### config.mk
export PLATFORM = sky130hd
export DESIGN_NAME = plq_top
export DESIGN_NICKNAME = d
export VERILOG_FILES = /design/src/verilog/plq_pkg.sv /design/src/verilog/plq_cfg_if.sv /design/src/verilog/plq_sync.sv /design/src/verilog/plq_qual.sv /design/src/verilog/plq_top.sv
export SDC_FILE = /design/constraint.sdc
export NUM_CORES = 1
export LEC_CHECK = 0
export CAP_MARGIN = 20
export CORE_ASPECT_RATIO = 0.9
export CORE_MARGIN = 2
export CORE_UTILIZATION = 63
export CTS_CLUSTER_DIAMETER = 100
export DETAILED_ROUTE_END_ITERATION = 10
export DONT_BUFFER_PORTS = 1
export GPL_ROUTABILITY_DRIVEN = 0
export GPL_TIMING_DRIVEN = 0
export PLACE_DENSITY = 0.84
export SLEW_MARGIN = 20
export SYNTH_ARGS = -nofsm -noshare
export SYNTH_HDL_FRONTEND = slang
export SYNTH_SLANG_ARGS = --single-unit
### constraint.sdc
create_clock -name clk_i -period 2.68 [get_ports clk_i]
set_clock_uncertainty 0.15 [all_clocks]
set_input_delay 0.268 -clock clk_i [delete_from_list [all_inputs] [get_ports clk_i]]
set_output_delay 0.268 -clock clk_i [all_outputs]
set_load 0.03 [all_outputs]
### src/verilog/plq_pkg.sv
// Package: register map, field layout, reset values and timing counts
package plq_pkg;
  // Register byte offsets
  localparam logic [3:0] OFS_THIRD_POLE = 4'h0;
  localparam logic [3:0] OFS_LOCK_CFG = 4'h4;
  localparam logic [3:0] OFS_THRESH = 4'h8;
  localparam logic [3:0] OFS_STATUS = 4'hC;
  localparam logic [3:0] OFS_EVENT = 4'h0;
  localparam logic [3:0] OFS_MASK = 4'h4;
  localparam logic [3:0] OFS_LOL_CNT = 4'h8;
  // Address bank select bit
  localparam int ADDR_BANK_BIT = 4;
  // Third pole register fields
  localparam int TP_BYPASS_BIT = 7;
  localparam int TP_RES_LSB = 4;
  localparam int TP_CAP_LSB = 0;
  localparam logic [2:0] TP_RES_RST = 3'h3;
  localparam logic [2:0] TP_CAP_RST = 3'h7;
  // Lock config fields
  localparam int LC_RAW_BIT = 9;
  localparam int LC_PREC_BIT = 8;
  localparam int LC_TIMER_LSB = 6;
  localparam int LC_ONCE_BIT = 5;
  localparam int LC_CALBYP_BIT = 4;
  localparam int LC_DISABLE_BIT = 3;
  localparam int LC_FILT_LSB = 0;
  localparam logic [1:0] LC_TIMER_RST = 2'h2;
  localparam logic LC_PREC_RST = 1'b1;
  localparam logic [2:0] LC_FILT_RST = 3'h0;
  // Threshold fields
  localparam int TH_HIGH_LSB = 4;
  localparam int TH_LOW_LSB = 0;
  localparam logic [3:0] TH_HIGH_RST = 4'h8;
  localparam logic [3:0] TH_LOW_RST = 4'h8;
  // Status bits
  localparam int ST_LOCK_BIT = 0;
  localparam int ST_CALDONE_BIT = 1;
  localparam int EV_LOL_BIT = 0;
  localparam logic [3:0] LOL_CNT_MAX = 4'hF;
  // Debounce intervals in system clock cycles
  localparam int DEB_CYC_1 = 570;
  localparam int DEB_CYC_2 = 5700;
  localparam int DEB_CYC_3 = 57000;
  localparam int DEB_W = 16;
endpackage

### src/verilog/plq_cfg_if.sv
// Interface: configuration and status between top and lock qualifier
`timescale 1ns/10ps
interface plq_cfg_if;
  logic use_raw;
  logic once_sel;
  logic cal_bypass;
  logic det_disable;
  logic [1:0] timer_sel;
  logic lock_q;
  logic raw_sel;
  modport ctl (output use_raw, output once_sel, output cal_bypass,
    output det_disable, output timer_sel, input lock_q, input raw_sel);
  modport qual (input use_raw, input once_sel, input cal_bypass,
    input det_disable, input timer_sel, output lock_q, output raw_sel);
endinterface

### src/verilog/plq_sync.sv
// Two-flop synchroniser for asynchronous level inputs
`timescale 1ns/10ps
module plq_sync #(
  parameter int WIDTH = 1
) (
  // Clock and reset
  input wire logic clk_i,
  input wire logic rst_i,
  // Data
  input wire logic [WIDTH-1:0] d_i,
  output logic [WIDTH-1:0] q_o
);
  logic [WIDTH-1:0] meta;
  logic [WIDTH-1:0] next_meta;
  logic [WIDTH-1:0] next_q;

  always_comb begin
    next_meta = d_i;
    next_q = meta;
  end

  always_ff @(posedge clk_i) begin
    if (rst_i) begin
      meta <= '0;
      q_o <= '0;
    end else begin
      meta <= next_meta;
      q_o <= next_q;
    end
  end
endmodule

### src/verilog/plq_qual.sv
// Lock qualifier: source gating, debounce, latch-once and force lock
`timescale 1ns/10ps
module plq_qual #(
  parameter int CYC_1 = plq_pkg::DEB_CYC_1,
  parameter int CYC_2 = plq_pkg::DEB_CYC_2,
  parameter int CYC_3 = plq_pkg::DEB_CYC_3
) (
  // Clock and reset
  input wire logic clk_i,
  input wire logic rst_i,
  // Synchronised analog indications and register precision enable
  input wire logic prec_lock_i,
  input wire logic orig_lock_i,
  input wire logic prec_en_i,
  input wire logic cal_done_i,
  // Configuration and result
  plq_cfg_if.qual cfg
);
  localparam int W = plq_pkg::DEB_W;

  initial begin
    if (CYC_1 < 1 || CYC_2 < 1 || CYC_3 < 1 || CYC_3 >= (1 << W))
      $error("plq_qual: debounce count out of range");
  end

  function automatic logic [W-1:0] interval(input logic [1:0] sel);
    unique case (sel)
      2'h0: interval = '0;
      2'h1: interval = W'(CYC_1);
      2'h2: interval = W'(CYC_2);
      2'h3: interval = W'(CYC_3);
    endcase
  endfunction

  logic [W-1:0] cnt;
  logic [W-1:0] next_cnt;
  logic deb;
  logic next_deb;
  logic held;
  logic next_held;
  logic lock_q;
  logic next_lock_q;
  logic raw_sel;
  logic src;
  logic enable;

  assign cfg.lock_q = lock_q;
  assign cfg.raw_sel = raw_sel;

  always_comb begin
    // [RQ5] precision detector select
    src = prec_en_i ? prec_lock_i : orig_lock_i;
    // [RQ8] gate until calibration done
    enable = cfg.cal_bypass | cal_done_i;
    next_cnt = cnt;
    next_deb = 1'b0;
    // [RQ17] restart count on drop
    if (!(src && enable)) begin
      next_cnt = '0;
    end else if (cnt >= interval(cfg.timer_sel)) begin
      // [RQ6] selected debounce interval
      next_deb = 1'b1;
    end else begin
      next_cnt = W'(cnt + 1'b1);
    end
    // [RQ7] hold once asserted
    next_held = cfg.once_sel & (held | deb);
    // [RQ9] disable forces lock
    next_lock_q = cfg.det_disable | deb | next_held;
  end

  always_ff @(posedge clk_i) begin
    if (rst_i) begin
      cnt <= '0;
      deb <= 1'b0;
      held <= 1'b0;
      lock_q <= 1'b0;
      raw_sel <= 1'b0;
    end else begin
      cnt <= next_cnt;
      deb <= next_deb;
      held <= next_held;
      lock_q <= next_lock_q;
      raw_sel <= src;
    end
  end
endmodule

### src/verilog/plq_top.sv
// Top: PLL lock-detect qualifier with Avalon-MM registers and interrupt
// Overview of operation
// [RQ1] Software sets third-pole bypass only in integer feedback mode.
// [RQ2] Three-bit third-pole resistor field, reset 3, drives analog filter.
// [RQ3] Three-bit third-pole capacitor field, reset 7, drives analog filter.
// [RQ4] Raw-lock routing puts the unqualified selected lock on the pin.
// [RQ5] Precision enable, reset one, selects precision detector source.
// [RQ6] Two-bit timer selects zero, 570, 5700 or 57000 cycle debounce.
// [RQ7] One-time mode latches lock once asserted; else real-time.
// [RQ8] Without calibration bypass, detection waits for calibration done.
// [RQ9] Detector disable forces the lock indication asserted.
// [RQ10] Three-bit lock-detect filter resistor field, reset zero.
// [RQ11] Four-bit high threshold field, reset 8, to analog detector.
// [RQ12] Four-bit low threshold field, reset 8, to analog detector.
// [RQ13] Calibration-done flag readable; gates detection when not bypassed.
// [RQ14] Qualified lock readable as real-time status bit.
// [RQ15] Locked-to-unlocked transition sets sticky write-one-clear event.
// [RQ16] Four-bit saturating loss-of-lock counter, writable by software.
// [RQ17] Debounced lock needs raw lock continuously high for interval.
`timescale 1ns/10ps
module plq_top #(
  parameter int DEB_CYC_1 = plq_pkg::DEB_CYC_1,
  parameter int DEB_CYC_2 = plq_pkg::DEB_CYC_2,
  parameter int DEB_CYC_3 = plq_pkg::DEB_CYC_3
) (
  // Clock and reset
  input wire logic clk_i,
  input wire logic rst_i,
  // Avalon-MM slave
  input wire logic [4:0] avs_address_i,
  input wire logic avs_read_i,
  input wire logic avs_write_i,
  input wire logic [31:0] avs_writedata_i,
  input wire logic [3:0] avs_byteenable_i,
  output logic [31:0] avs_readdata_o,
  output logic avs_waitrequest_o,
  // Analog indications
  input wire logic prec_lock_raw_i,
  input wire logic orig_lock_raw_i,
  input wire logic cal_done_raw_i,
  // Analog configuration
  output logic third_pole_bypass_o,
  output logic [2:0] third_pole_resistor_sel_o,
  output logic [2:0] third_pole_capacitor_sel_o,
  output logic precision_en_o,
  output logic [2:0] lock_filter_res_sel_o,
  output logic [3:0] precision_high_threshold_o,
  output logic [3:0] precision_low_threshold_o,
  // Status pin and interrupt
  output logic lock_pin_o,
  output logic irq_o
);
  logic prec_s;
  logic orig_s;
  logic cal_done_s;
  plq_cfg_if cfg_if ();

  plq_sync #(.WIDTH(3)) u_sync (
    .clk_i(clk_i),
    .rst_i(rst_i),
    .d_i({prec_lock_raw_i, orig_lock_raw_i, cal_done_raw_i}),
    .q_o({prec_s, orig_s, cal_done_s})
  );

  plq_qual #(.CYC_1(DEB_CYC_1), .CYC_2(DEB_CYC_2), .CYC_3(DEB_CYC_3)) u_qual (
    .clk_i(clk_i),
    .rst_i(rst_i),
    .prec_lock_i(prec_s),
    .orig_lock_i(orig_s),
    .prec_en_i(precision_en_o),
    .cal_done_i(cal_done_s),
    .cfg(cfg_if.qual)
  );

  // Register state
  logic [7:0] tp_reg;
  logic [15:0] lc_reg;
  logic [7:0] th_reg;
  logic lol_evt;
  logic lol_mask;
  logic [3:0] lol_cnt;
  logic lock_d;
  logic ack;
  logic [31:0] rdata;
  logic [7:0] next_tp_reg;
  logic [15:0] next_lc_reg;
  logic [7:0] next_th_reg;
  logic next_lol_evt;
  logic next_lol_mask;
  logic [3:0] next_lol_cnt;
  logic next_ack;
  logic [31:0] next_rdata;
  logic next_lock_pin;
  logic next_irq;
  logic wr;
  logic rd;
  logic lol_fall;
  logic bank;
  logic [3:0] ofs;

  function automatic logic [7:0] merge8(input logic [7:0] old,
                                        input logic [7:0] nw,
                                        input logic be);
    merge8 = be ? nw : old;
  endfunction

  assign cfg_if.use_raw = lc_reg[plq_pkg::LC_RAW_BIT];
  assign cfg_if.once_sel = lc_reg[plq_pkg::LC_ONCE_BIT];
  assign cfg_if.cal_bypass = lc_reg[plq_pkg::LC_CALBYP_BIT];
  assign cfg_if.det_disable = lc_reg[plq_pkg::LC_DISABLE_BIT];
  assign cfg_if.timer_sel = lc_reg[plq_pkg::LC_TIMER_LSB +: 2];

  // One wait cycle per access; answer comes on the second edge
  assign wr = avs_write_i & ~ack;
  assign rd = avs_read_i & ~ack;
  assign bank = avs_address_i[plq_pkg::ADDR_BANK_BIT];
  assign ofs = avs_address_i[3:0];

  always_comb begin
    next_tp_reg = tp_reg;
    next_lc_reg = lc_reg;
    next_th_reg = th_reg;
    next_lol_mask = lol_mask;
    next_lol_cnt = lol_cnt;
    next_lol_evt = lol_evt;
    next_ack = (avs_read_i | avs_write_i) & ~ack;
    next_rdata = '0;
    lol_fall = lock_d & ~cfg_if.lock_q;
    if (wr && !bank) begin
      unique case (ofs)
        // [RQ2] resistor, [RQ3] capacitor fields
        plq_pkg::OFS_THIRD_POLE: next_tp_reg = merge8(tp_reg,
          avs_writedata_i[7:0], avs_byteenable_i[0]) & 8'hF7;
        plq_pkg::OFS_LOCK_CFG: begin
          next_lc_reg[7:0] = merge8(lc_reg[7:0], avs_writedata_i[7:0],
            avs_byteenable_i[0]);
          next_lc_reg[15:8] = merge8(lc_reg[15:8], avs_writedata_i[15:8],
            avs_byteenable_i[1]) & 8'h03;
        end
        // [RQ11] [RQ12] threshold fields
        plq_pkg::OFS_THRESH: next_th_reg = merge8(th_reg,
          avs_writedata_i[7:0], avs_byteenable_i[0]);
        default: ;
      endcase
    end
    if (wr && bank && avs_byteenable_i[0]) begin
      unique case (ofs)
        plq_pkg::OFS_EVENT:
          if (avs_writedata_i[plq_pkg::EV_LOL_BIT]) next_lol_evt = 1'b0;
        plq_pkg::OFS_MASK: next_lol_mask = avs_writedata_i[0];
        // [RQ16] software clear or preset
        plq_pkg::OFS_LOL_CNT: next_lol_cnt = avs_writedata_i[3:0];
        default: ;
      endcase
    end
    // [RQ15] event set wins over clear
    if (lol_fall) begin
      next_lol_evt = 1'b1;
    end
    // [RQ16] saturating increment
    if (lol_fall && next_lol_cnt != plq_pkg::LOL_CNT_MAX) begin
      next_lol_cnt = 4'(next_lol_cnt + 4'h1);
    end
    if (rd) begin
      unique case ({bank, ofs})
        {1'b0, plq_pkg::OFS_THIRD_POLE}: next_rdata = {24'h0, tp_reg};
        {1'b0, plq_pkg::OFS_LOCK_CFG}: next_rdata = {16'h0, lc_reg};
        {1'b0, plq_pkg::OFS_THRESH}: next_rdata = {24'h0, th_reg};
        // [RQ13] [RQ14] calibration done and lock status
        {1'b0, plq_pkg::OFS_STATUS}: begin
          next_rdata[plq_pkg::ST_LOCK_BIT] = cfg_if.lock_q;
          next_rdata[plq_pkg::ST_CALDONE_BIT] = cal_done_s;
        end
        {1'b1, plq_pkg::OFS_EVENT}: next_rdata = {31'h0, lol_evt};
        {1'b1, plq_pkg::OFS_MASK}: next_rdata = {31'h0, lol_mask};
        {1'b1, plq_pkg::OFS_LOL_CNT}: next_rdata = {28'h0, lol_cnt};
        default: next_rdata = '0;
      endcase
    end
    // [RQ4] raw lock routing to pin
    next_lock_pin = cfg_if.use_raw ? cfg_if.raw_sel : cfg_if.lock_q;
    next_irq = next_lol_evt & next_lol_mask;
  end

  always_ff @(posedge clk_i) begin
    if (rst_i) begin
      tp_reg <= {1'b0, plq_pkg::TP_RES_RST, 1'b0, plq_pkg::TP_CAP_RST};
      lc_reg <= {6'h00, 1'b0, plq_pkg::LC_PREC_RST, plq_pkg::LC_TIMER_RST,
                 3'h0, plq_pkg::LC_FILT_RST};
      th_reg <= {plq_pkg::TH_HIGH_RST, plq_pkg::TH_LOW_RST};
      lol_evt <= 1'b0;
      lol_mask <= 1'b0;
      lol_cnt <= 4'h0;
      lock_d <= 1'b0;
      ack <= 1'b0;
      avs_readdata_o <= '0;
      lock_pin_o <= 1'b0;
      irq_o <= 1'b0;
    end else begin
      tp_reg <= next_tp_reg;
      lc_reg <= next_lc_reg;
      th_reg <= next_th_reg;
      lol_evt <= next_lol_evt;
      lol_mask <= next_lol_mask;
      lol_cnt <= next_lol_cnt;
      lock_d <= cfg_if.lock_q;
      ack <= next_ack;
      avs_readdata_o <= next_rdata;
      lock_pin_o <= next_lock_pin;
      irq_o <= next_irq;
    end
  end

  // Waitrequest high except in the answer cycle; a registered output
  logic wait_q;
  always_ff @(posedge clk_i) begin
    if (rst_i) begin
      wait_q <= 1'b1;
    end else begin
      wait_q <= ~next_ack;
    end
  end
  assign avs_waitrequest_o = wait_q;

  // Analog configuration straight from register bits
  // [RQ1] bypass bit passed as written; integer mode is software's duty
  assign third_pole_bypass_o = tp_reg[plq_pkg::TP_BYPASS_BIT];
  assign third_pole_resistor_sel_o = tp_reg[plq_pkg::TP_RES_LSB +: 3];
  assign third_pole_capacitor_sel_o = tp_reg[plq_pkg::TP_CAP_LSB +: 3];
  assign precision_en_o = lc_reg[plq_pkg::LC_PREC_BIT];
  // [RQ10] filter resistor select
  assign lock_filter_res_sel_o = lc_reg[plq_pkg::LC_FILT_LSB +: 3];
  assign precision_high_threshold_o = th_reg[plq_pkg::TH_HIGH_LSB +: 4];
  assign precision_low_threshold_o = th_reg[plq_pkg::TH_LOW_LSB +: 4];
endmodule

# [After elaboration in Yosys (flattened, before gate mapping)]
# Index checks and enable logic that the tools add are counted.
[totals] mem_count=0 out_inout_bits=54 input_bits=48 ff_bits=94 mem_bits_rw=0 latchBits=0 wordCells=82 mem_bits_ro=0
[classes] div_mod_pow=0 n_reduce_logical=15 n_mul=0 eq_ne=12 magnitude_cmp=1 add_sub_neg=2 shift=0 bitwise_logic=16 n_mux=16
[ops] operator="case mux 16 bit (4 select lines)" n=1
[ops] operator="case mux 8 bit (4 select lines)" n=1
[ops] operator="adder 16 x 1 -> 16 bit (second input constant)" n=1
[ops] operator="greater-or-equal comparator 16 bit" n=1
[ops] operator="2-to-1 mux 16 bit" n=1
[ops] operator="equality test 5 bit (second input constant)" n=3
[ops] operator="case mux 2 bit (7 select lines)" n=1
[ops] operator="2-to-1 mux 4 bit" n=3
[ops] operator="AND reduction 3 bit" n=4
[ops] operator="equality test 5 x 4 -> 1 bit (second input constant)" n=2
[ops] operator="2-to-1 mux 1 bit" n=9
[ops] operator="AND 1 bit" n=6
[ops] operator="equality test 5 x 3 -> 1 bit (second input constant)" n=1
[ops] operator="logical AND 1 bit" n=5
[ops] operator="logical NOT 5 bit" n=1
[ops] operator="NOT 1 bit" n=5
[ops] operator="OR 1 bit" n=5
[ops] operator="adder 4 x 1 -> 4 bit (second input constant)" n=1
[ops] operator="equality test 2 bit (second input constant)" n=2
[ops] operator="equality test 4 x 3 -> 1 bit (second input constant)" n=1
[ops] operator="equality test 4 bit (second input constant)" n=1
[ops] operator="logical NOT 4 bit" n=1
[ops] operator="!= test 4 bit (second input constant)" n=1
[ops] operator="OR reduction 2 bit" n=2
[ops] operator="other kinds (3)" n=3

# [Logic depth before layout (Yosys ltp)]
# Gate-level depths: netlist of run 1.
[logic_depth] ltp_word=8 depth_mapped=10 depth_no_buf=9

# [Hierarchy]
# From an unflattened synthesis of run 1, not the netlist that was laid out.
[hier_totals] hier_cells=406 hier_area_um2=3574.7
[modules_own_cells] mod="plq_top" seq_area_each_um2=920.9 instances=1 cells_per_inst=253 area_per_inst_um2=2189.6
[modules_own_cells] mod="plq_qual" seq_area_each_um2=400.4 instances=1 cells_per_inst=141 area_per_inst_um2=1227.4
[modules_own_cells] mod="plq_sync" seq_area_each_um2=120.1 instances=1 cells_per_inst=12 area_per_inst_um2=157.7

# [Worst setup path before layout of run 1]
# Ideal clock, no wire load.
[synth_path] kind="input-to-reg" startpoint="input port avs_address_i[2]" endpoint="register lol_cnt[1]" setup_time_ns=0.128 required_time_ns=2.402 setup_slack_ns=0.164 n_path_buf=1 arrival_time_ns=2.239 stages=9 path_cell_list="buf_6 or4b_4 nor2_4 mux2_2 ha_1 o2111ai_2 o311a_4 mux2i_1 nor2_1"
[synth_between] elab_chain_cells=6 word_cells_on_any_way=7 classes_between="add/sub (1); eq/ne (2); mux (3); reduce/logical (1)"
[synth_lines] element="from (decl)" line_no="plq_top.sv:30" rtl="input wire logic [4:0] avs_address_i,"
[synth_lines] element="equality test 4 bit *" line_no="plq_top.sv:147" rtl="unique case (ofs)"
[synth_lines] element="2-to-1 mux 4 bit *" line_no="plq_top.sv:147"
[synth_lines] element="2-to-1 mux 4 bit *" line_no="plq_top.sv:146" rtl="if (wr && bank && avs_byteenable_i[0]) begin"
[synth_lines] element="branches (longest 2 deep; another with adder 4 x 1 -> 4 bit)"
[synth_lines] element="2-to-1 mux 4 bit *" line_no="plq_top.sv:161" rtl="if (lol_fall && next_lol_cnt != plq_pkg::LOL_CNT_MAX) begin"
[synth_lines] element="to (signal assigned)" line_no="plq_top.sv:205" rtl="lol_cnt <= next_lol_cnt;"
[synth_lines] element="to (decl)" line_no="plq_top.sv:81" rtl="logic [3:0] lol_cnt;"
# Mark *: on every way between the ends.
# A chain may end at the register's enable or synchronous reset.

# [Worst setup path in the final report of run 1]
[layout_path] startpoint="register ack" endpoint="register lol_cnt[1]"
[layout_between] elab_chain_cells=8 word_cells_on_any_way=9 classes_between="add/sub (1); eq/ne (1); mux (2); bitwise (2); reduce/logical (3)"
[layout_lines] element="from (decl)" line_no="plq_top.sv:83" rtl="logic ack;"
[layout_lines] element="from (signal assigned)" line_no="plq_top.sv:207" rtl="ack <= next_ack;"
[layout_lines] element="NOT 1 bit *" line_no="plq_top.sv:114" rtl="assign wr = avs_write_i & ~ack;"
[layout_lines] element="AND 1 bit *" line_no="plq_top.sv:114"
[layout_lines] element="logical AND 1 bit * (2 in series)" line_no="plq_top.sv:146"
[layout_lines] element="2-to-1 mux 4 bit *" line_no="plq_top.sv:146"
[layout_lines] element="branches (longest 2 deep; another with adder 4 x 1 -> 4 bit)"
[layout_lines] element="2-to-1 mux 4 bit *" line_no="plq_top.sv:161"
# Marked as above.

==> results.py, run 1 <==
metrics = {
    "placed_design": {
        "placement.io_buffers": 0,
        "dp_hpwl_um": 6670,
        "placed_cells_incl_taps": 518,
        "place_worst_setup_slack_ns": -0.03276,
        "placed_area_mm2": 0.003866,
    },
    "clock_network": {
        "cts_tree": "built",
        "cts.htree.levels": 3,
        "post_cts_buffers": 0,
        "cts_root_buffer": "sky130_fd_sc_hd__clkbuf_8",
        "cts_made_buffers": 9,
        "cts.clk_slew.worst_paths_ns": 0.07,
        "worst_skew_pair.late_latency_ns": 0.36,
        "clk_path_buf_depth": 2,
        "cts_sinks": 72,
    },
    "power": {
        "power_density_mw_per_mm2": 476.3,
        "peak_vdd_ir_uv": 388.6,
        "report.power.total_mw": 2.003,
        "total_leakage_power_nw": 1.638,
    },
    "floorplan": {
        "std_cell_rows": 26,
        "floorplan.initialDensity_pct": 65.36,
        "die_area_mm2": 0.006503,
        "die-height_um": 76.70,
        "coreArea_mm2": 0.005660,
        "ports": 102,
        "die_w_um": 84.78,
    },
    "setup_path": {
        "worst_setup_path_start_kind": "register",
        "timing.critical_path.required_ns": 2.76,
        "timing.critical_path.cells": "nand4b_1 > nor2_4 > mux2_2 > ha_1 > o2111ai_2 > o311a_4 > mux2i_1 > nor2_1",
        "setup.worst_path.class": "register to register",
        "critical_path_peak_fanout": 6,
        "worst-endpoint-arrival_ns": 2.66,
        "cpPeakStageDelay_ns": 0.39,
        "critical_path.slowest_cell": "sky130_fd_sc_hd__mux2_2",
        "worstSetupEndpointType": "register",
    },
    "yosys": {
        "synth_edf_count": 0,
        "netlist_instances": 427,
        "synth_seq_cells": 72,
        "synth-warning-count": 0,
        "synth_commonest_cells": "72 x sky130_fd_sc_hd__dfxtp_1, 53 x sky130_fd_sc_hd__nand2_1, 38 x sky130_fd_sc_hd__a21oi_1",
        "synth_top_cell_area_share_pct": 38.96,
        "most_area_hungry_cell_type_in_the_yosys_netlist": "sky130_fd_sc_hd__dfxtp_1",
        "synth_cell_type_count": 56,
        "async_reset_ff_share_pct": 0,
        "synth_most_common_cell": "sky130_fd_sc_hd__dfxtp_1",
        "synth_ff_type": "sky130_fd_sc_hd__dfxtp_1",
        "top_cells_by_area_synth": "sky130_fd_sc_hd__dfxtp_1 39%, sky130_fd_sc_hd__nand2_1 5.4%, sky130_fd_sc_hd__a21oi_1 5.1%",
        "synth_area_per_inst_um2": 8.665,
        "ys_seq_area_share_pct": 38.96,
        "cell_area_after_synthesis_mm2": 0.003700,
    },
    "sta": {
        "max_slew.worst_pin.slew_ns": 1.086,
        "worst_slack_ns": 0.1013,
        "finalSetupViolCount": 0,
        "hold-worst-slack_ns": 0.06653,
        "slew-limit-headroom_pct": 27.01,
        "finalHoldViolCount": 0,
        "achievable-frequency_mhz": 387.8,
        "slew_violations": 0,
        "min_period_ns": 2.579,
        "setup-tns-final_ns": 0,
        "final_cycle_share_pct": 96.22,
    },
    "final_layout": {
        "diodes": 0,
        "drive_gt1_share_pct": 13.33,
        "nNetsFinal": 539,
        "postLayoutCoreUtil_pct": 74.29,
        "layout.cells.non_filler": 550,
        "synthToLayoutAreaGrowth_pct": 13.66,
        "largest_reg_flops": 16,
        "stdcell_area_mm2": 0.004205,
    },
    "routing": {
        "postRouteWirelength_um": 9658,
        "detail-route-antenna-nets": 0,
        "post-route-drc-count": 0,
        "route.vias.total": 3457,
        "iter_0_drt_violations": 480,
        "vias_per_cell": 6.285,
        "routedWlPerCell_um": 17.56,
        "drt_pre_antenna_iters": 5,
    },
    "global_route": {
        "grt_use_total_pct": 30.03,
        "total_global_routing_overflow": 0,
        "grt_pass1_wl_um": 15590,
        "grt_max_degree": 12,
        "antenna_found_initial": 0,
        "grt_pass1_vias": 3197,
    },
    "job": {
        "maxCapViolCount": 0,
    },
    "status": {
        "status": "completed",
    },
    "worst_hold_path": {
        "hp-class": "input pin to register",
    },
}
## worst max-delay path, delay by kind of cell (launching register included)
family	cells	cell delay (ns)
compound gates	2	0.37
simple gates	3	0.72
flops	1	0.35
mux	2	0.60
fa+ha+maj	1	0.26
## final timing paths
path                           start             to  slack (ns)  cells after the start
setup / recovery                 ack     lol_cnt[1]        0.10                      8
hold / removal    avs_writedata_i[0]        lol_evt        0.07                      3
setup reg to reg                 ack     lol_cnt[1]        0.10                      8
hold reg to reg       u_sync.meta[1]  u_sync.q_o[1]        0.31                      1
## report_power, final
part | total, mW | switching (mW) | leakage [nW] | internal (mW)
clock network | 0.751 | 0.395 | 0.0862 | 0.355
logic | 0.163 | 0.101 | 0.969 | 0.0627
registers | 1.09 | 0.0105 | 0.583 | 1.08
## final cells by class
class | count | area, um2
multi-input combinational | 325 | 2018
fill | 426 | 1455
sequential | 72 | 1443
buffer | 46 | 304.0
timing repair buffer | 17 | 170.2
clock buffer | 12 | 145.1
tap | 70 | 87.58
clock inverter | 3 | 18.77
inverter | 5 | 18.77
## repair_timing
item                                    in CTS  in global routing
resized for setup                            0                  2
endpoints found under the setup margin       0                  6
hold endpoints to repair                    33                  0
hold buffers                                17                  0
## routing by layer
metal  vias to the layer above  global-route usage, %  routed length (um)
li1                       1583                      -                   -
met1                      1617                  41.54                4039
met2                       226                  43.62                4311
met3                        31                  10.12                1116
met4                         0                  10.95                 191
met5                         -                      0                   0
## logic make-up after synthesis
logic type      Yosys count  share of synthesized area, %
compound gates           75                         12.95
other cells               1                        0.1014
xor+xnor                  1                        0.2368
fa+ha+maj                15                         5.073
simple gates            190                         27.80
mux                      22                         6.155
flops                    72                         38.96
buf+inv                  51                         8.725
## cell usage in the layout, fill, tap and decap left out, types with 3 or more instances in the layout
master	Yosys	final
sky130_fd_sc_hd__conb_1	1	22
sky130_fd_sc_hd__nor4_1	7	7
sky130_fd_sc_hd__dlygate4sd3_1	0	17
sky130_fd_sc_hd__mux2i_1	16	16
sky130_fd_sc_hd__dfxtp_1	72	71
sky130_fd_sc_hd__a31oi_1	3	3
sky130_fd_sc_hd__inv_1	5	5
sky130_fd_sc_hd__nand2_1	53	53
sky130_fd_sc_hd__o21ai_0	7	7
sky130_fd_sc_hd__nand3b_1	8	8
sky130_fd_sc_hd__and2_1	3	3
sky130_fd_sc_hd__nand4_1	5	5
sky130_fd_sc_hd__and4b_1	3	3
sky130_fd_sc_hd__nor3_1	8	8
sky130_fd_sc_hd__nor2b_1	11	11
sky130_fd_sc_hd__and3_1	4	4
sky130_fd_sc_hd__ha_1	15	15
sky130_fd_sc_hd__nand4b_1	3	3
sky130_fd_sc_hd__o31ai_1	5	5
sky130_fd_sc_hd__nand3_1	33	33
sky130_fd_sc_hd__clkbuf_1	14	16
sky130_fd_sc_hd__a22oi_1	8	8
sky130_fd_sc_hd__nand2b_1	8	8
sky130_fd_sc_hd__buf_4	25	25
sky130_fd_sc_hd__or4_1	7	7
sky130_fd_sc_hd__a21oi_1	38	37
sky130_fd_sc_hd__mux2_2	6	6
sky130_fd_sc_hd__nor2_1	23	23
sky130_fd_sc_hd__clkbuf_8	2	12
Note: power is estimated with default switching activity, not from simulation.
==> inputs of run 2 (changes only) <==
CORE_UTILIZATION = 57   (was 63)
CTS_CLUSTER_DIAMETER = default   (was 100)
PLACE_DENSITY = 0.8   (was 0.84)
SYNTH_HIERARCHICAL = 1   (was default)
clock period = 2.2 ns   (was 2.68 ns; I/O delays follow)
==> run 2 against run 1 <==
Effect of this change:
- the flow now finishes with violations (setup timing)
- first-iteration DRC count shrank 32%
- utilization is 3.0 points lower
- combinational power grew 29%
- critical path type unchanged
- highest routed layer unchanged
==> results.py, run 2 <==
metrics = {
    "sta": {
        "slew-limit-headroom_pct": 36.76,
        "slew_violations": 0,
        "final_cycle_share_pct": 102.0,
        "min_period_ns": 2.243,
        "hold-worst-slack_ns": 0.04893,
        "setup-tns-final_ns": -0.1034,
        "finalHoldViolCount": 0,
        "unrepaired_setup_endpoints_after_global_routing": "yes",
        "finalSetupViolCount": 5,
        "achievable-frequency_mhz": 445.8,
        "max_slew.worst_pin.slew_ns": 0.9408,
        "worst_slack_ns": -0.04329,
    },
    "yosys": {
        "cell_area_after_synthesis_mm2": 0.003575,
        "synth_area_per_inst_um2": 8.805,
        "synth_top_cell_area_share_pct": 40.32,
        "synth_seq_cells": 72,
        "synth_ff_type": "sky130_fd_sc_hd__dfxtp_1",
        "synth_cell_type_count": 58,
        "async_reset_ff_share_pct": 0,
        "synth_most_common_cell": "sky130_fd_sc_hd__dfxtp_1",
        "most_area_hungry_cell_type_in_the_yosys_netlist": "sky130_fd_sc_hd__dfxtp_1",
        "top_cells_by_area_synth": "sky130_fd_sc_hd__dfxtp_1 40%, sky130_fd_sc_hd__nand3_1 5.7%, sky130_fd_sc_hd__nand2_1 5.4%",
        "synth_commonest_cells": "72 x sky130_fd_sc_hd__dfxtp_1, 51 x sky130_fd_sc_hd__nand2_1, 41 x sky130_fd_sc_hd__nand3_1",
        "netlist_instances": 406,
        "synth_edf_count": 0,
        "synth-warning-count": 6,
        "ys_seq_area_share_pct": 40.32,
    },
    "setup_path": {
        "cp_num_buf_inv": 1,
        "timing.critical_path.cells": "nand2_4 > ha_4 > nand4b_4 > nor4_4 > o211ai_1 > buf_4 > and4_1 > xnor2_1 > nor2_1",
        "worstSetupEndpointType": "register",
        "timing.critical_path.max_delay_family": "simple AND/OR/NAND/NOR gates",
        "path_depth": 9,
        "worst-endpoint-arrival_ns": 2.32,
        "worst_setup_path_start_kind": "register",
        "timing.critical_path.required_ns": 2.27,
        "critical_path.slowest_cell": "sky130_fd_sc_hd__dfxtp_4",
        "cpPeakStageDelay_ns": 0.41,
        "r2r.worst_path.cells": 9,
        "setup.worst_path.class": "register to register",
        "critical_path_peak_fanout": 6,
    },
    "placed_design": {
        "placed_cells_incl_taps": 499,
        "placed_area_mm2": 0.003747,
        "dp_hpwl_um": 6040,
        "placement.io_buffers": 0,
        "place_worst_setup_slack_ns": -0.3520,
    },
    "job": {
        "maxCapViolCount": 0,
    },
    "routing": {
        "iter_0_drt_violations": 325,
        "post-route-drc-count": 0,
        "detail-route-antenna-nets": 0,
        "route.vias.total": 3283,
        "drt_pre_antenna_iters": 5,
        "postRouteWirelength_um": 9247,
        "vias_per_cell": 6.035,
        "routedWlPerCell_um": 17.00,
    },
    "final_layout": {
        "diodes": 0,
        "layout_commonest_cell": "sky130_fd_sc_hd__dfxtp_1",
        "layout.cells.non_filler": 544,
        "nNetsFinal": 529,
        "stdcell_area_mm2": 0.004337,
        "footprint_of_the_flip_flops_and_latches_mm2": 0.001449,
        "commonest_non_fill_non_tap_cells_in_the_layout": "70 x sky130_fd_sc_hd__dfxtp_1, 47 x sky130_fd_sc_hd__nand2_1, 41 x sky130_fd_sc_hd__nand3_1",
        "drive_gt1_share_pct": 19.92,
        "largest_reg_flops": 16,
        "multi_input_comb_area_mm2": 0.002034,
        "synthToLayoutAreaGrowth_pct": 21.32,
        "postLayoutCoreUtil_pct": 71.32,
        "fill_cells": 462,
    },
    "floorplan": {
        "coreArea_mm2": 0.006081,
        "ports": 102,
        "floorplan.initialDensity_pct": 58.79,
        "std_cell_rows": 27,
        "die_area_mm2": 0.006922,
        "die-height_um": 79.13,
        "die_w_um": 87.48,
    },
    "global_route": {
        "globalRouteMet3Util_pct": 8.212,
        "grt_use_met1_pct": 35.60,
        "grt_busiest_layer": "met2",
        "grt_max_degree": 14,
        "total_global_routing_overflow": 0,
        "grt_pass1_vias": 3062,
        "antenna_found_initial": 0,
        "grt_pass1_wl_um": 14660,
        "grt_use_total_pct": 27.27,
        "gr-usage-met2_pct": 42.50,
    },
    "clock_network": {
        "cts_made_buffers": 9,
        "cts.htree.levels": 3,
        "worst_skew_pair.late_latency_ns": 0.35,
        "cts_tree": "built",
        "cts.clk_slew.worst_paths_ns": 0.08,
        "clk_path_buf_depth": 2,
        "cts_sinks": 72,
        "cts_root_buffer": "sky130_fd_sc_hd__clkbuf_8",
    },
    "power": {
        "power_switching_share_pct": 25.60,
        "combinationalPowerShare_pct": 8.2,
        "report.power.total_mw": 2.589,
        "fraction_of_power_consumed_by_sequential_logic_pct": 51.2,
        "peak_vdd_ir_uv": 520.5,
        "power_switching_mw": 0.6627,
        "internal_power_mw": 1.926,
        "power_density_mw_per_mm2": 596.9,
        "total_leakage_power_nw": 1.758,
        "share_clk_of_total_power_pct": 40.6,
    },
    "worst_hold_path": {
        "hp-class": "input pin to register",
        "timing.hold.worst_path_depth": 4,
    },
    "status": {
        "status": "finished with violations",
        "violations": "setup timing",
    },
}
## run 2: cell count changes after synthesis, moves of 5 or more
cell	change
sky130_fd_sc_hd__mux2i_1	-13
sky130_fd_sc_hd__nand3_1	+8
sky130_fd_sc_hd__nand2b_1	-7
sky130_fd_sc_hd__a21oi_1	-6
sky130_fd_sc_hd__nor3_1	-6
sky130_fd_sc_hd__o211ai_1	+5
sky130_fd_sc_hd__o31ai_1	-5
sky130_fd_sc_hd__or4_1	-5
sky130_fd_sc_hd__xor2_1	+5
## run 2: kinds of logic after synthesis
group | synth area share [%]
compound gates | 12.46
fa+ha+maj | 4.900
buf+inv | 8.190
other cells | 0.1049
xor+xnor | 1.715
simple gates | 28.00
flops | 40.32
mux | 4.305
## run 2: area by class of cell
class                           instances  share of cell area, %
Multi-Input combinational cell        306                  46.91
Inverter                                6                 0.5770
Timing Repair Buffer                   29                  6.261
Sequential cell                        72                  33.41
Tap cell                               72                  2.077
Clock buffer                           10                  2.943
Clock inverter                          6                  1.587
Buffer                                 43                  6.232
## run 2: path summary, 6_finish.rpt
| kind | from | end | slack (ns) |
|---|---|---|---|
| worst max register to register | lc_reg[6] | u_qual/cnt[2] | -0.04 |
| worst min-delay path | avs_writedata_i[3] | lol_cnt[1] | 0.05 |
| worst max-delay path | lc_reg[6] | u_qual/cnt[2] | -0.04 |
| worst min register to register | u_sync/meta[0] | u_sync/q_o[0] | 0.29 |
## run 2: worst register-to-register path, stage by stage (launching register included)
cell                       delay, ns
sky130_fd_sc_hd__dfxtp_4        0.41
sky130_fd_sc_hd__nand2_4        0.11
sky130_fd_sc_hd__ha_4           0.31
sky130_fd_sc_hd__nand4b_4       0.18
sky130_fd_sc_hd__nor4_4         0.21
sky130_fd_sc_hd__o211ai_1       0.18
sky130_fd_sc_hd__buf_4          0.18
sky130_fd_sc_hd__and4_1         0.20
sky130_fd_sc_hd__xnor2_1        0.14
sky130_fd_sc_hd__nor2_1         0.06
## run 2: what timing repair did
| item | in CTS | in global routing |
|---|---|---|
| buffers inserted | 6 | 1 |
| setup endpoints to repair | 17 | 13 |
| pin swaps | 9 | 4 |
| resized for setup | 20 | 6 |
| gates cloned | 1 | 0 |
| hold buffers | 21 | 0 |
| hold endpoints to repair | 34 | 0 |
## run 2: per-layer routing
metal	wire, um	part of all wire, %	up-vias
met5	0	0	-
li1	-	-	1521
met4	197	2.1	0
met1	3924	42	1534
met3	958	10	31
met2	4166	45	197
## run 2: power by group through the flow
stage          Clock [mW]  Sequential (mW)  Combinational (mW)
6_report             1.05             1.33               0.211
5_1_grt              1.13             1.33               0.223
4_1_cts              1.07             1.33               0.204
3_5_place_dp            0             1.36               0.169
3_3_place_gp            0             1.36               0.168
2_1_floorplan           0             1.36               0.148
==> inputs of run 3 (changes only) <==
CORE_MARGIN = 3   (was 2)
MAX_ROUTING_LAYER = met4   (was default)
clock period = 1.82 ns   (was 2.2 ns; I/O delays follow)
==> run 3 against run 2 <==
Effect of this change:
- first-iteration DRC count is 29% lower
- cell area increased by 2.1%
- combinational power is 28% higher
- highest routed layer unchanged
- the flow still finishes with violations (setup timing)
- clock power grew 24%
- flip-flop and latch count did not move
- maximum frequency shrank 0.12%
- sequential share of layout area is 0.69 points lower
- non-clock buffer count did not move
==> results.py, run 3 (synthesized netlist as in run 2, its figures left out) <==
metrics = {
    "final_layout": {
        "diodes": 0,
        "drive_gt1_share_pct": 22.25,
        "layout_commonest_cell": "sky130_fd_sc_hd__dfxtp_1",
        "layout.cells.non_filler": 542,
        "postLayoutCoreUtil_pct": 75.62,
        "stdcell_area_mm2": 0.004428,
        "nNetsFinal": 529,
        "largest_reg_flops": 16,
        "synthToLayoutAreaGrowth_pct": 23.87,
        "commonest_non_fill_non_tap_cells_in_the_layout": "70 x sky130_fd_sc_hd__dfxtp_1, 44 x sky130_fd_sc_hd__nand2_1, 38 x sky130_fd_sc_hd__nand3_1",
    },
    "sta": {
        "worst_slack_ns": -0.4259,
        "slew_violations": 0,
        "finalHoldViolCount": 0,
        "slew-limit-headroom_pct": 42.36,
        "unrepaired_setup_endpoints_after_global_routing": "yes",
        "achievable-frequency_mhz": 445.3,
        "final_cycle_share_pct": 123.4,
        "max_slew.worst_pin.slew_ns": 0.8575,
        "min_period_ns": 2.246,
        "finalSetupViolCount": 17,
    },
    "status": {
        "violations": "setup timing",
        "status": "finished with violations",
    },
    "power": {
        "combinationalPowerShare_pct": 8.5,
        "share_clk_of_total_power_pct": 41.0,
        "peak_vdd_ir_uv": 663.1,
        "total_leakage_power_nw": 1.776,
        "internal_power_mw": 2.367,
        "fraction_of_power_consumed_by_sequential_logic_pct": 50.5,
        "power_switching_share_pct": 25.43,
        "power_density_mw_per_mm2": 716.7,
        "report.power.total_mw": 3.174,
        "power_switching_mw": 0.8071,
    },
    "setup_path": {
        "worstSetupEndpointType": "register",
        "worst-endpoint-arrival_ns": 2.34,
        "timing.critical_path.required_ns": 1.91,
        "critical_path_peak_fanout": 6,
        "worst_setup_path_start_kind": "register",
        "setup.worst_path.class": "register to register",
    },
    "placed_design": {
        "dp_hpwl_um": 6164,
        "place_worst_setup_slack_ns": -0.3950,
        "placed_cells_incl_taps": 497,
        "placement.io_buffers": 0,
        "placed_area_mm2": 0.003825,
    },
    "floorplan": {
        "die_area_mm2": 0.007259,
        "floorplan.initialDensity_pct": 61.05,
        "die-height_um": 81.13,
        "die_w_um": 89.48,
        "ports": 102,
        "std_cell_rows": 26,
        "coreArea_mm2": 0.005856,
    },
    "clock_network": {
        "clk_path_buf_depth": 2,
        "cts.htree.levels": 3,
        "cts_tree": "built",
        "cts_root_buffer": "sky130_fd_sc_hd__clkbuf_8",
        "worst_skew_pair.late_latency_ns": 0.35,
        "cts.clk_slew.worst_paths_ns": 0.08,
        "cts_made_buffers": 9,
        "cts_sinks": 72,
    },
    "routing": {
        "routedWlPerCell_um": 17.75,
        "drt_pre_antenna_iters": 7,
        "post-route-drc-count": 0,
        "detail-route-antenna-nets": 0,
        "postRouteWirelength_um": 9620,
        "iter_0_drt_violations": 232,
        "vias_per_cell": 6.055,
        "route.vias.total": 3282,
    },
    "job": {
        "maxCapViolCount": 0,
    },
    "global_route": {
        "grt_pass1_vias": 3135,
        "grt_use_total_pct": 27.88,
        "total_global_routing_overflow": 0,
        "antenna_found_initial": 0,
        "grt_pass1_wl_um": 15160,
        "grt_max_degree": 14,
    },
    "worst_hold_path": {
        "hp-class": "input pin to register",
    },
}
run 3: changes by cell type in the layout (fill, tap and decap cells not counted), sizes merged:
cell,previous run,this run
clkinvlp,1,2
dlygate4sd3,21,20
clkbuf,20,21
clkinv,3,1
inv,7,8
run 3: final cells by class:
cell class | count | area [um2]
clock buffers | 10 | 137.6
fillers | 420 | 1428
clock inverters | 6 | 66.31
well taps | 70 | 87.58
multi-input cells | 306 | 2108
flip-flops and latches | 72 | 1449
inverters | 6 | 27.53
plain buffers | 43 | 276.5
repair buffers | 29 | 275.3
run 3: worst paths after layout:
check | startpoint | endpoint | slack (ns) | depth (start not counted)
setup / recovery | lc_reg[6] | u_qual/cnt[5] | -0.43 | 10
hold / removal | avs_writedata_i[2] | lol_cnt[2] | 0.007 | 3
setup reg to reg | lc_reg[6] | u_qual/cnt[5] | -0.43 | 10
hold reg to reg | u_sync/meta[1] | u_sync/q_o[1] | 0.30 | 1
run 3: critical path, stage by stage, from the launching register on:
cell                       delay [ns]
sky130_fd_sc_hd__dfxtp_4         0.40
sky130_fd_sc_hd__inv_4           0.09
sky130_fd_sc_hd__nand2_2         0.06
sky130_fd_sc_hd__ha_1            0.27
sky130_fd_sc_hd__nand2_1         0.09
sky130_fd_sc_hd__a21oi_1         0.05
sky130_fd_sc_hd__o211ai_1        0.24
sky130_fd_sc_hd__nand3_2         0.16
sky130_fd_sc_hd__buf_4           0.16
sky130_fd_sc_hd__o31a_1          0.28
sky130_fd_sc_hd__o21a_1          0.18
run 3: per-layer routing:
metal  track usage [%]  part of all wire (%)
met2             43.00                    46
met3             7.201                    10
met1             35.97                    41
met4             8.482                   1.7
met5                 -                     0
run 3: power by group through the flow:
stage,clock [mW],combinational [mW],sequential [mW]
5_1_grt,1.38,0.287,1.60
2_1_floorplan,0,0.179,1.64
3_5_place_dp,0,0.204,1.64
6_report,1.30,0.270,1.60
4_1_cts,1.31,0.252,1.60
3_3_place_gp,0,0.203,1.64
run 3: per-stage QoR:
stage / hold WS, ns / setup TNS [ns]
floorplan: 0.1036 / -1.685
global placement: 0.1049 / -4.102
detailed placement: 0.1059 / -4.702
CTS: 0.001617 / -4.812
global route: 0.03328 / -6.862
finish: 0.007312 / -5.039
run 3: what timing repair did:
| action | CTS | global route |
|---|---|---|
| hold buffers | 20 | 0 |
| setup endpoints to repair | 17 | 43 |
| hold endpoints to repair | 40 | 0 |
| gates resized for setup | 13 | 16 |
| pin swaps | 12 | 5 |
| setup buffers | 4 | 4 |
| cloned | 1 | 0 |
